--- src/hdl/apc_pkg.sv ---
package apc_pkg;
   localparam logic [7:0] OPT_IDX = 8'h06;
   localparam logic [7:0] SMA_IDX = 8'h07;
   localparam logic [7:0] NSB_IDX = 8'h08;
   localparam logic [31:0] OPT_RST = 32'h0000_0000;
   localparam logic [31:0] SMA_RST = 32'h0000_0000;
   localparam logic [31:0] NSB_RST = 32'h0000_0000;
   localparam logic [31:0] OPT_WMASK = 32'h0F7D_FFFF;
   localparam logic [31:0] SMA_WMASK = 32'hFFFF_FFFF;
   localparam logic [31:0] NSB_WMASK = 32'h00FF_FFFF;
   localparam int RD_BIT = 27;
   localparam int AXIS_SEL_BIT = 26;
   localparam int COEFF_SKIP_BIT = 25;
   localparam int SS_BIT = 24;
   localparam int INVERT_BIT = 22;
   localparam int POST_FLIP_BIT = 21;
   localparam int SEG_EN_BIT = 20;
   localparam int HARM_EN_BIT = 19;
   localparam int PRE_FLIP_BIT = 18;
   localparam int SMOOTH_EN_BIT = 16;
   localparam int OPT_FIELD_LSB = 16;
   localparam int ORIGIN_INIT_LSB = 4;
   localparam int WINDOW_INIT_LSB = 20;
   localparam int SHIFT_INIT_LSB = 16;
   localparam int UPPER_LSB = 16;
   localparam logic [15:0] HALF_TURN = 16'h8000;
   localparam int SEG_AXIS_LSB = 12;
   localparam int COEFF_FRAC = 14;
   localparam int GAIN_FRAC = 8;
   localparam int WINDOW_UNIT_SHIFT = 1;

   function automatic logic signed [16:0] apc_sm_to_signed(input logic [15:0] c);
      logic signed [16:0] mag;
      mag = signed'({2'b00, c[14:0]});
      return c[15] ? -mag : mag;
   endfunction

   function automatic logic [15:0] apc_neg(input logic [15:0] a);
      return 16'h0000 - a;
   endfunction
endpackage

--- src/hdl/apc_fifo.sv ---
`timescale 1ns/100ps
module apc_fifo #(
   parameter int WIDTH = 16,
   parameter int DEPTH = 4
) (
   input wire logic clk,
   input wire logic rst_n,
   input wire logic in_valid,
   output logic in_ready,
   input wire logic [WIDTH-1:0] in_data,
   output logic out_valid,
   input wire logic out_ready,
   output logic [WIDTH-1:0] out_data
);
   localparam int PW = (DEPTH > 1) ? $clog2(DEPTH) : 1;
   localparam int CW = $clog2(DEPTH + 1);
   typedef struct packed {
      logic [DEPTH-1:0][WIDTH-1:0] mem;
      logic [PW-1:0] rd;
      logic [PW-1:0] wr;
      logic [CW-1:0] cnt;
   } apc_fifo_s;
   apc_fifo_s st_r;
   apc_fifo_s st_nxt;
   logic push;
   logic pop;

   assign in_ready = st_r.cnt != CW'(DEPTH);
   assign out_valid = st_r.cnt != '0;
   assign out_data = st_r.mem[st_r.rd];
   assign push = in_valid && in_ready;
   assign pop = out_valid && out_ready;

   always_comb begin
      st_nxt = st_r;
      if (push) begin
         st_nxt.mem[st_r.wr] = in_data;
         st_nxt.wr = (st_r.wr == PW'(DEPTH - 1)) ? '0 : st_r.wr + 1'b1;
      end
      if (pop) begin
         st_nxt.rd = (st_r.rd == PW'(DEPTH - 1)) ? '0 : st_r.rd + 1'b1;
      end
      if (push && !pop) begin
         st_nxt.cnt = st_r.cnt + 1'b1;
      end else if (pop && !push) begin
         st_nxt.cnt = st_r.cnt - 1'b1;
      end
   end

   always_ff @(posedge clk or negedge rst_n) begin
      if (!rst_n) begin
         st_r <= '0;
      end else begin
         st_r <= st_nxt;
      end
   end
endmodule // apc_fifo

--- src/hdl/apc_smooth.sv ---
`timescale 1ns/100ps
module apc_smooth (
   input wire logic clk,
   input wire logic rst_n,
   input wire logic step,
   input wire logic enable,
   input wire logic [15:0] x,
   input wire logic [15:0] num_a,
   input wire logic [15:0] num_b,
   input wire logic [15:0] den_a,
   input wire logic [7:0] num_shift,
   input wire logic [15:0] window,
   output logic [15:0] y,
   output logic flush
);
   typedef struct packed {
      logic [15:0] y;
      logic signed [16:0] e_prev;
      logic signed [16:0] dy_prev;
   } apc_smooth_s;
   apc_smooth_s st_r;
   apc_smooth_s st_nxt;
   logic [15:0] diff;
   logic signed [16:0] e;
   logic [16:0] mag;
   logic signed [39:0] acc_num;
   logic signed [39:0] acc_den;
   logic signed [39:0] dy;

   always_comb begin
      // The error is taken around the circle so a 0/360 crossing is a small step.
      diff = x - st_r.y;
      e = signed'({diff[15], diff});
      mag = diff[15] ? 17'h10000 - {1'b0, diff} : {1'b0, diff};
      flush = enable && (window != 16'h0000)
         && (mag > ({1'b0, window} << apc_pkg::WINDOW_UNIT_SHIFT));
      // Operands are widened first, so a full-scale product cannot wrap.
      acc_num = 40'(apc_pkg::apc_sm_to_signed(num_a)) * 40'(e)
         + 40'(apc_pkg::apc_sm_to_signed(num_b)) * 40'(st_r.e_prev);
      acc_num = acc_num >>> apc_pkg::COEFF_FRAC;
      acc_num = acc_num >>> num_shift;
      acc_den = 40'(apc_pkg::apc_sm_to_signed(den_a)) * 40'(st_r.dy_prev);
      acc_den = acc_den >>> apc_pkg::COEFF_FRAC;
      dy = acc_num - acc_den;
      y = (enable && !flush) ? st_r.y + dy[15:0] : x;
      st_nxt = st_r;
      if (step) begin
         st_nxt.y = y;
         st_nxt.e_prev = (enable && !flush) ? e : '0;
         st_nxt.dy_prev = (enable && !flush) ? signed'({dy[15], dy[15:0]}) : '0;
      end
   end

   always_ff @(posedge clk or negedge rst_n) begin
      if (!rst_n) begin
         st_r <= '0;
      end else begin
         st_r <= st_nxt;
      end
   end
endmodule // apc_smooth

--- src/hdl/apc_top.sv ---
`timescale 1ns/100ps
// Notes on behaviour
// - Die-rotation bit adds half turn last.
// - Axis bit picks encoder or internal segment index.
// - Skip bit applies bias only, no terms.
// - Short-stroke bit enables checks, clamps and gain.
// - Invert bit outputs upper limit minus angle.
// - Post-direction bit flips angle after linearization.
// - Pre-direction bit flips angle before linearization.
// - Segment enable bit turns segment linearization on.
// - Harmonic enable bit turns harmonic correction on.
// - Smoothing bit enables input filter, default off.
// - Origin shift is subtracted after linearization.
// - Init loads origin into 15:4, clears 3:0.
// - Error beyond nonzero window flushes the filter.
// - Init loads window into 23:20, clears rest.
// - Coefficients are sign-magnitude with 14 fraction bits.
// - Numerator shift scales numerators, never denominators.
// - Init loads shift into 20:16, clears 23:21.
module apc_top #(
   parameter int FIFO_DEPTH = 4
) (
   input wire logic clk,
   input wire logic rst_n,
   input wire logic [7:0] reg_addr,
   input wire logic reg_wr,
   input wire logic reg_rd,
   input wire logic [31:0] reg_wdata,
   output logic [31:0] reg_rdata,
   input wire logic init_load,
   input wire logic [11:0] stored_origin_shift,
   input wire logic [3:0] stored_reset_window,
   input wire logic [4:0] stored_numerator_shift,
   input wire logic [11:0] stored_option_bits,
   input wire logic [15:0] stored_numerator_a,
   input wire logic [15:0] stored_numerator_b,
   input wire logic in_valid,
   output logic in_ready,
   input wire logic [15:0] in_angle,
   input wire logic [15:0] encoder_angle,
   input wire logic [15:0] smoothing_denominator_a,
   output logic [3:0] segment_index,
   input wire logic [15:0] segment_table_terms,
   input wire logic [15:0] segment_table_bias,
   input wire logic [15:0] harmonic_correction,
   input wire logic [15:0] upper_limit_value,
   input wire logic [15:0] lower_limit_value,
   input wire logic [15:0] angle_floor_check,
   input wire logic [15:0] angle_ceiling_check,
   input wire logic [15:0] gain,
   output logic out_valid,
   input wire logic out_ready,
   output logic [15:0] out_angle,
   output logic floor_hit,
   output logic ceiling_hit,
   output logic filter_flushed
);
   typedef struct packed {
      logic [31:0] opt;
      logic [31:0] sma;
      logic [31:0] nsb;
      logic [31:0] rdata;
      logic floor_hit;
      logic ceiling_hit;
      logic flushed;
   } apc_state_s;
   apc_state_s st_r;
   apc_state_s st_nxt;
   logic fifo_in_ready;
   logic accept;
   logic flush;
   logic [15:0] filt_y;
   logic [15:0] pre_a;
   logic [15:0] seg_axis;
   logic [15:0] seg_a;
   logic [15:0] lin_a;
   logic [15:0] post_a;
   logic [15:0] zo_a;
   logic [31:0] gprod;
   logic [15:0] gained;
   logic [15:0] clamped;
   logic [15:0] ss_a;
   logic [15:0] inv_a;
   logic [15:0] fin_a;
   logic floor_c;
   logic ceil_c;

   assign accept = in_valid && fifo_in_ready;
   assign in_ready = fifo_in_ready;
   assign reg_rdata = st_r.rdata;
   assign floor_hit = st_r.floor_hit;
   assign ceiling_hit = st_r.ceiling_hit;
   assign filter_flushed = st_r.flushed;

   apc_smooth u_smooth (
      .clk(clk),
      .rst_n(rst_n),
      .step(accept),
      .enable(st_r.opt[apc_pkg::SMOOTH_EN_BIT]),
      .x(in_angle),
      .num_a(st_r.sma[15:0]),
      .num_b(st_r.nsb[15:0]),
      .den_a(smoothing_denominator_a),
      .num_shift(st_r.nsb[23:16]),
      .window(st_r.sma[31:16]),
      .y(filt_y),
      .flush(flush)
   );

   // The stages are chained in one cycle; all sums wrap at one turn.
   always_comb begin
      pre_a = st_r.opt[apc_pkg::PRE_FLIP_BIT]
         ? apc_pkg::apc_neg(filt_y) : filt_y;
      seg_axis = st_r.opt[apc_pkg::AXIS_SEL_BIT] ? in_angle : encoder_angle;
      segment_index = seg_axis[apc_pkg::SEG_AXIS_LSB +: 4];
      seg_a = pre_a;
      if (st_r.opt[apc_pkg::SEG_EN_BIT]) begin
         seg_a = pre_a + segment_table_bias
            + (st_r.opt[apc_pkg::COEFF_SKIP_BIT]
            ? 16'h0000 : segment_table_terms);
      end
      lin_a = st_r.opt[apc_pkg::HARM_EN_BIT] ? seg_a + harmonic_correction : seg_a;
      post_a = st_r.opt[apc_pkg::POST_FLIP_BIT] ? apc_pkg::apc_neg(lin_a) : lin_a;
      zo_a = post_a - st_r.opt[15:0];
      gprod = 32'(zo_a) * 32'(gain);
      gained = zo_a + gprod[apc_pkg::GAIN_FRAC +: 16];
      floor_c = st_r.opt[apc_pkg::SS_BIT] && (gained < angle_floor_check);
      ceil_c = st_r.opt[apc_pkg::SS_BIT] && (gained > angle_ceiling_check);
      if (gained > upper_limit_value) begin
         clamped = upper_limit_value;
      end else if (gained < lower_limit_value) begin
         clamped = lower_limit_value;
      end else begin
         clamped = gained;
      end
      ss_a = st_r.opt[apc_pkg::SS_BIT] ? clamped : zo_a;
      inv_a = st_r.opt[apc_pkg::INVERT_BIT] ? upper_limit_value - ss_a : ss_a;
      fin_a = st_r.opt[apc_pkg::RD_BIT] ? inv_a + apc_pkg::HALF_TURN : inv_a;
   end

   // An init load takes priority over a host write in the same cycle.
   always_comb begin
      st_nxt = st_r;
      st_nxt.floor_hit = accept && floor_c;
      st_nxt.ceiling_hit = accept && ceil_c;
      st_nxt.flushed = accept && flush;
      if (init_load) begin
         st_nxt.opt = {4'h0, stored_option_bits, stored_origin_shift, 4'h0}
            & apc_pkg::OPT_WMASK;
         st_nxt.sma = {8'h00, stored_reset_window, 4'h0, stored_numerator_a};
         st_nxt.nsb = {8'h00, 3'b000, stored_numerator_shift, stored_numerator_b};
      end else if (reg_wr) begin
         case (reg_addr)
            apc_pkg::OPT_IDX: begin
               st_nxt.opt = reg_wdata & apc_pkg::OPT_WMASK;
            end
            apc_pkg::SMA_IDX: begin
               st_nxt.sma = reg_wdata & apc_pkg::SMA_WMASK;
            end
            apc_pkg::NSB_IDX: begin
               st_nxt.nsb = reg_wdata & apc_pkg::NSB_WMASK;
            end
            default: begin
               st_nxt.opt = st_r.opt;
            end
         endcase
      end
      if (reg_rd) begin
         case (reg_addr)
            apc_pkg::OPT_IDX: begin
               st_nxt.rdata = st_r.opt;
            end
            apc_pkg::SMA_IDX: begin
               st_nxt.rdata = st_r.sma;
            end
            apc_pkg::NSB_IDX: begin
               st_nxt.rdata = st_r.nsb;
            end
            default: begin
               st_nxt.rdata = 32'h0000_0000;
            end
         endcase
      end
   end

   always_ff @(posedge clk or negedge rst_n) begin
      if (!rst_n) begin
         st_r.opt <= apc_pkg::OPT_RST;
         st_r.sma <= apc_pkg::SMA_RST;
         st_r.nsb <= apc_pkg::NSB_RST;
         st_r.rdata <= 32'h0000_0000;
         st_r.floor_hit <= 1'b0;
         st_r.ceiling_hit <= 1'b0;
         st_r.flushed <= 1'b0;
      end else begin
         st_r <= st_nxt;
      end
   end

   // A small output queue lets the consumer stall without losing samples.
   apc_fifo #(
      .WIDTH(16),
      .DEPTH(FIFO_DEPTH)
   ) u_fifo (
      .clk(clk),
      .rst_n(rst_n),
      .in_valid(in_valid),
      .in_ready(fifo_in_ready),
      .in_data(fin_a),
      .out_valid(out_valid),
      .out_ready(out_ready),
      .out_data(out_angle)
   );
endmodule // apc_top

--- config.mk ---
export PLATFORM = sky130hd
export DESIGN_NAME = apc_top
export DESIGN_NICKNAME = d
export VERILOG_FILES = /design/src/hdl/apc_pkg.sv /design/src/hdl/apc_fifo.sv /design/src/hdl/apc_smooth.sv /design/src/hdl/apc_top.sv
export SDC_FILE = /design/constraint.sdc
export NUM_CORES = 2
export LEC_CHECK = 0
export BUFFER_PORTS_ARGS = -buffer_cell sky130_fd_sc_hd__buf_2
export CAP_MARGIN = 15
export CORE_MARGIN = 3
export CORE_UTILIZATION = 50
export CTS_CLUSTER_DIAMETER = 150
export DETAILED_ROUTE_END_ITERATION = 12
export PLACE_DENSITY = 0.71
export SETUP_SLACK_MARGIN = 0.05
export SKIP_CTS_REPAIR_TIMING = 1
export SLEW_MARGIN = 40
export SYNTH_ARGS = -nofsm -noshare
export SYNTH_HDL_FRONTEND = slang
export SYNTH_SLANG_ARGS = --single-unit
--- constraint.sdc ---
create_clock -name clk -period 87.7 [get_ports clk]
set_clock_uncertainty 0.15 [all_clocks]
set_input_delay 17.54 -clock clk [delete_from_list [all_inputs] [get_ports clk]]
set_output_delay 17.54 -clock clk [all_outputs]
set_load 0.005 [all_outputs]
After elaboration in Yosys (flattened, before gate mapping)
Cells that the tools add are included.
{ "totals": {"inputBits": 288, "register_bits": 252} }
{ "classes": {"n_eq_ne": 6, "magnitude_cmp": 8, "reduce_logical": 26, "mul": 4, "addsub": 21, "shifts": 1, "mux": 33} }
{ "ops": {"columns": ["cell", "count"], "rows": [
  ["$mux W16", 14],
  ["$mux W96", 2],
  ["$mux W17", 6],
  ["$mux W32", 3],
  ["$pmux W32 S3", 1],
  ["$add A16 B16 Y16", 5],
  ["$bwmux W64", 1],
  ["$sub A16 B16 Y16", 4],
  ["$neg A15 Y17", 3],
  ["$add A33 B34 Y35", 1],
  ["$mul A17 B17 Y34", 1],
  ["$mul A17 B16 Y33", 1],
  ["$bmux W16 S2", 1],
  ["$demux W16 S2", 1],
  ["$gt A16 B16 Y1", 2],
  ["$lt A16 B16 Y1", 2],
  ["$sub A1 B16 Y16 const A", 2],
  ["$mul A17 B17 Y30", 1],
  ["$sshr A26 B8 Y16", 1],
  ["$mul A16 B16 Y24", 1],
  ["$gt A17 B17 Y1", 1],
  ["$sub A17 B16 Y17 const A", 1],
  ["$add A16 B16 Y16 const B", 1],
  ["$eq A8 B3 Y1 const B", 2],
  ["16 further kinds", 41]
]} }

Longest topological paths before layout
{ "logic_depth": {"word_depth": 29, "ltp_mapped": 158, "depth_no_buf": 154} }

Hierarchy
From an unflattened synthesis, not the netlist that was laid out.
{ "hier_totals": {"hier_cells": 6860, "hier_area_um2": 60355.4} }
{ "modules_own_cells": {"columns": ["module", "cells_each", "seq_area_each_um2", "instances", "area_each_um2"], "rows": [
  ["apc_smooth", 4241, 1201.2, 1, 37278.3],
  ["apc_top", 2426, 2927.8, 1, 19867.8],
  ["apc_fifo", 193, 1776.7, 1, 3209.3]
]} }

Least setup slack after synthesis
Ideal clock, no wire load.
{ "synth_path": {"path_kind": "input -> register", "start": "in in_angle[1]", "end": "reg u_fifo.st_r[22] in the netlist's numbering", "setup_time_ps": 131, "arrival_ps": 47265, "setup_slack_ps": 40155, "path_stages": 145, "path_cell_list": "ha_1 nor2b_1 o21ai_0 a21boi_0 o21ai_0 a21boi_0 o21ai_0 a21boi_0 o21ai_0 a21boi_0 o21ai_0 a21boi_0 o21ai_0 a21boi_0 or2_2 a311oi_1 inv_1 clkbuf_1 (+109 left out) nor2_1 o311ai_0 o21ai_0 ha_1 o21ai_0 nand2b_1 a21oi_1 a211oi_1 o41a_1 a21boi_1 o2111ai_1 nand2b_1 a21oi_1 nor3_1 xnor2_1 mux2_2 o311ai_4 o21ai_1"} }
{ "synth_between": {"elab_chain_len": 29} }
{ "synth_lines": {"columns": ["item", "line_no", "rtl"], "rows": [
  ["start, declared", "apc_top.sv:39", "input wire logic [15:0] in_angle,"],
  ["parallel branches: the longest is 7 deep, another holds $add A33 B34 Y35", null, null],
  ["$mux W16 (*)", "apc_smooth.sv:45", "y = (enable && !flush) ? st_r.y + dy[15:0] : x;"],
  ["$sub A1 B16 Y16", "apc_pkg.sv:39", "return 16'h0000 - a;"],
  ["$mux W16 (*)", "apc_top.sv:113", "? apc_pkg::apc_neg(filt_y) : filt_y;"],
  ["$add A16 B16 Y16", "apc_top.sv:118", "seg_a = pre_a + segment_table_bias"],
  ["$add A16 B16 Y16", "apc_top.sv:119", "+ (st_r.opt[apc_pkg::COEFF_SKIP_BIT]"],
  ["$mux W16 (*)", "apc_top.sv:117", "if (st_r.opt[apc_pkg::SEG_EN_BIT]) begin"],
  ["$add A16 B16 Y16", "apc_top.sv:122", "lin_a = st_r.opt[apc_pkg::HARM_EN_BIT] ? seg_a + harmonic_correction : seg_a;"],
  ["(+7 left out)", null, null],
  ["$mux W16", "apc_top.sv:131", "end else if (gained < lower_limit_value) begin"],
  ["$mux W16", "apc_top.sv:129", "if (gained > upper_limit_value) begin"],
  ["$mux W16 (*)", "apc_top.sv:136", "ss_a = st_r.opt[apc_pkg::SS_BIT] ? clamped : zo_a;"],
  ["$sub A16 B16 Y16", "apc_top.sv:137", "inv_a = st_r.opt[apc_pkg::INVERT_BIT] ? upper_limit_value - ss_a : ss_a;"],
  ["$mux W16 (*)", "apc_top.sv:137", null],
  ["$add A16 B16 Y16", "apc_top.sv:138", "fin_a = st_r.opt[apc_pkg::RD_BIT] ? inv_a + apc_pkg::HALF_TURN : inv_a;"],
  ["$mux W16 (*)", "apc_top.sv:138", null],
  ["$bwmux W64 (*)", "apc_fifo.sv:37", "st_nxt.mem[st_r.wr] = in_data;"],
  ["end signal, assigned", "apc_fifo.sv:54", "st_r <= st_nxt;"],
  ["end, declared", "apc_fifo.sv:23", "apc_fifo_s st_r;"]
]} }
Mark *: on every way between the ends.
A chain may end at the register's enable or synchronous reset.

Worst setup path in the final report
{ "layout_path": {"start": "in in_angle[1]", "end": "reg u_fifo.st_r[51] in the netlist's numbering"} }
Same word-level chain as after synthesis.

==> results.txt <==
----------------------------------------------------
[Status]
  Outcome ... completed

[Timing]
  Final Hold Vio Count ... 0
  Slew Limit Fails ... 0
  Setup total negative slack ... 0 ns
  Max Clk Rate ... 19.2 MHz
  Worst slack on hold paths ... 0.333 ns
  Number of endpoints failing setup at the final stage ... 0
  Transition time at the pin with the least slew margin ... 0.914 ns
  Normalized max-slew margin ... 39.0%
  Final Critical Period ... 52.12 ns
  Setup repair after global routing missed its margin ... no
  Ratio of final minimum period to clock period ... 59.4%
  Worst Setup Slack, final ... 35.58 ns

[Critical path]
  Delay contributed by the slowest stage of the critical path ... 0.67 ns
  Data arrival time at the worst-slack endpoint ... 52.42 ns
  Sort of element at the end of the critical path ... flip-flop
  Critical Setup Path Class ... input port to flip-flop
  Cell type with the highest occurrence count on the critical path ... sky130_fd_sc_hd__o21ai_0
  Required time worst endpoint ... 88.00 ns
  Crit start category ... input port
  Highest-delay cell along the critical path ... sky130_fd_sc_hd__or4b_1
  Highest fanout seen on the critical path ... 25

[Global route]
  Global-route wire length before repair ... 284 mm
  Antenna violations before repair ... 50
  Via count of the first global-routing pass ... 51300
  Total grt overflow ... 0
  Total routing usage reported by global routing ... 28.8%
  Largest net degree at the start of global routing ... 100

[Clock network]
  Maximum root-to-sink buffer count ... 3
  Clock tree from TritonCTS ... yes
  Clock net sink count ... 236
  Clock-pin slew on the worst setup and hold paths ... 0.06 ns
  Max H-tree Level ... 1
  Number of clock buffers inserted by TritonCTS ... 28
  Clock Latency Late Sink ... 0.61 ns
  CTS Root Buffer Type ... sky130_fd_sc_hd__clkbuf_16

[Final layout]
  Filler Cell Count ... 10900
  Proportion of layout cells with a drive suffix above 1 ... 9.27%
  # nets final ... 8960
  Layout-stage area growth over the synthesis result ... 7.22%
  Area occupied by multi-input gates ... 48200 sq um
  Sequential Area ... 5910 sq um

[Floorplan]
  Die ar. ... 125000 sq um
  Initial Util ... 50.8%
  Number of standard-cell rows in the floorplan ... 126
  Placeable core region ... 119000 sq um
  Chip Width ... 354 microns
  Die H ... 354 microns
  I/O pin count ... 345

[Placed design]
  Worst setup slack after placement ... 35.00 ns
  Half-perimeter wire length after detailed placement ... 145 mm
  Total of buffers placed on input and output ports ... 330
  Final RePlAce weighted congestion ... 0.946

[Min path]
  Worst hold-check path type ... flip-flop to flip-flop

[Logic synthesis]
  Gate count after technology mapping ... 6941
  Post-synth cell types ... 100
  Largest area contributor in the synthesized netlist ... sky130_fd_sc_hd__fa_1
  Yosys warning total ... 0
  Share of synthesized flip-flops with an asynchronous set or reset ... 100%
  Post-synth EDFFs ... 0
  Per-instance average area after synthesis ... 8.71 sq um
  Commonest register cell after synthesis ... sky130_fd_sc_hd__dfrtp_1
  Post-Synthesis Net Count ... 8823
  Area contributors post-synth ... sky130_fd_sc_hd__fa_1, sky130_fd_sc_hd__ha_1, sky130_fd_sc_hd__dfrtp_1, sky130_fd_sc_hd__inv_1, sky130_fd_sc_hd__nand2_1
  Mapped cell area ... 60500 sq um
  Area share of the largest cell type after synthesis ... 36.3%
  Count of state elements after synthesis ... 236
  Register area share after synthesis ... 9.77%

[Route]
  Vias post-DR ... 48200
  Pre-Repair DR Iteration Count ... 6
  Detailed-route DRC error count ... 0
  Number of vias per cell after detailed routing ... 5.53
  Residual antenna-violating net count after detailed routing ... 0
  Routed wire length ... 177 mm
  Number of DRC violations after detailed-routing iteration 0 ... 3401
  DR WL/cell ... 20.4 microns

[Job]
  Count of max-cap constraint violations ... 0

----------------------------------------------------
==> flip-flops by register name, summed over array words and instances (netlist names) <==
signal / count
ceiling_hit: 1
filter_flushed: 1
floor_hit: 1
reg_rdata: 32
st_r: 82
u_fifo.st_r: 71
u_smooth.st_r: 48
==> cells in the final DEF (no fill, tap or decap), types with 25 or more instances in the layout <==
| master | instances |
|---|---|
| sky130_fd_sc_hd__inv_1 | 1393 |
| sky130_fd_sc_hd__fa_1 | 1098 |
| sky130_fd_sc_hd__nand2_1 | 840 |
| sky130_fd_sc_hd__ha_1 | 495 |
| sky130_fd_sc_hd__nor2_1 | 428 |
| sky130_fd_sc_hd__and2_1 | 367 |
| sky130_fd_sc_hd__buf_2 | 327 |
| sky130_fd_sc_hd__o21ai_0 | 304 |
| sky130_fd_sc_hd__dfrtp_1 | 234 |
| sky130_fd_sc_hd__a21oi_1 | 220 |
| sky130_fd_sc_hd__xnor2_1 | 186 |
| sky130_fd_sc_hd__mux2i_1 | 107 |
| sky130_fd_sc_hd__buf_4 | 103 |
| sky130_fd_sc_hd__nand2b_1 | 69 |
| sky130_fd_sc_hd__xor2_1 | 63 |
| sky130_fd_sc_hd__nand3_1 | 62 |
| sky130_fd_sc_hd__a21o_1 | 51 |
| sky130_fd_sc_hd__mux2_2 | 50 |
| sky130_fd_sc_hd__nor3_1 | 49 |
| sky130_fd_sc_hd__nor2b_1 | 42 |
| sky130_fd_sc_hd__or2_2 | 32 |
| sky130_fd_sc_hd__o21a_1 | 31 |
| sky130_fd_sc_hd__o31ai_1 | 30 |
| sky130_fd_sc_hd__clkbuf_16 | 28 |
| sky130_fd_sc_hd__a22oi_1 | 26 |
| sky130_fd_sc_hd__diode_2 | 25 |
| sky130_fd_sc_hd__or3_1 | 25 |
==> synthesized netlist by cell type, drive strengths merged, types with 18 or more instances <==
master  number
ha         496
a21oi      222
nor3        50
and2       368
fa        1098
mux2        50
o21ai      311
xnor2      208
o21bai      21
mux4        20
a22oi       26
nor2b       42
nor4        18
nand2      847
nor2       430
o211ai      20
xor2        66
nand3       62
o21a        31
inv       1394
or2         32
nand4       24
buf         58
a211oi      21
or3         26
dfrtp      236
mux2i      107
a21o        51
clkbuf     269
nand2b      69
o31ai       34
==> stage by stage <==
| step | cell area [sq um] | utilization (%) | instances |
|---|---|---|---|
| final | 64800 | 54.5 | 8720 |
| after global routing | 64800 | 54.4 | 8702 |
| after CTS | 64800 | 54.4 | 8695 |
| after detailed placement | 63800 | 53.6 | 8648 |
| after global placement | 63800 | 53.6 | 8648 |
| after floorplan | 60500 | - | 6941 |
==> per-layer routing <==
| metal | track usage (%) | vias up | share of wire [%] |
|---|---|---|---|
| met5 | 0 | - | 0.15 |
| met4 | 10.9 | 40 | 4.5 |
| met2 | 49.0 | 1652 | 48 |
| li1 | - | 21800 | - |
| met1 | 36.0 | 24300 | 39 |
| met3 | 6.31 | 399 | 8.0 |
==> final timing paths <==
check	endpoint	slack [ns]	startpoint	cells past startpoint
max in group asynchronous	u_smooth.st_r[11]	69.29	rst_n	2
setup reg to reg	u_fifo.st_r[51]	52.21	u_smooth.st_r[35]	145
hold / removal	u_fifo.st_r[35]	0.33	u_fifo.st_r[35]	2
setup / recovery	u_fifo.st_r[51]	35.58	in_angle[1]	145
min in group asynchronous	u_fifo.st_r[39]	16.79	rst_n	1
hold reg to reg	u_fifo.st_r[35]	0.33	u_fifo.st_r[35]	2
==> area by class of cell <==
| cell class | count | share of cell area, % |
|---|---|---|
| multi-input combinational | 4976 | 74.4 |
| sequential | 236 | 9.11 |
| inverter | 1402 | 8.12 |
| timing repair buffer | 434 | 3.79 |
| tap | 1600 | 3.09 |
| clock buffer | 36 | 1.17 |
| clock inverter | 11 | 0.266 |
| antenna | 25 | 0.0965 |
==> critical path, delay by kind of cell <==
family          cells  cell delay (ns)
compound gates     58            13.48
fa+ha+maj          26            11.23
simple gates       30             5.73
xor+xnor           14             2.54
buf+inv            16             1.59
mux                 1             0.25
==> cell families after synthesis <==
logic type	synth area share [%]
muxes	3.45
and+or+nand+nor	15.6
DFF	9.77
adders and majority gates	46.6
AOI/OAI and AO/OA	9.48
other	0.00620
buffers and inverters	11.0
xor gates and xnor gates	4.12
Power is left out: the tool's default activity adds up to more than one toggle a clock period on the data nets, which glitch-free logic cannot reach.
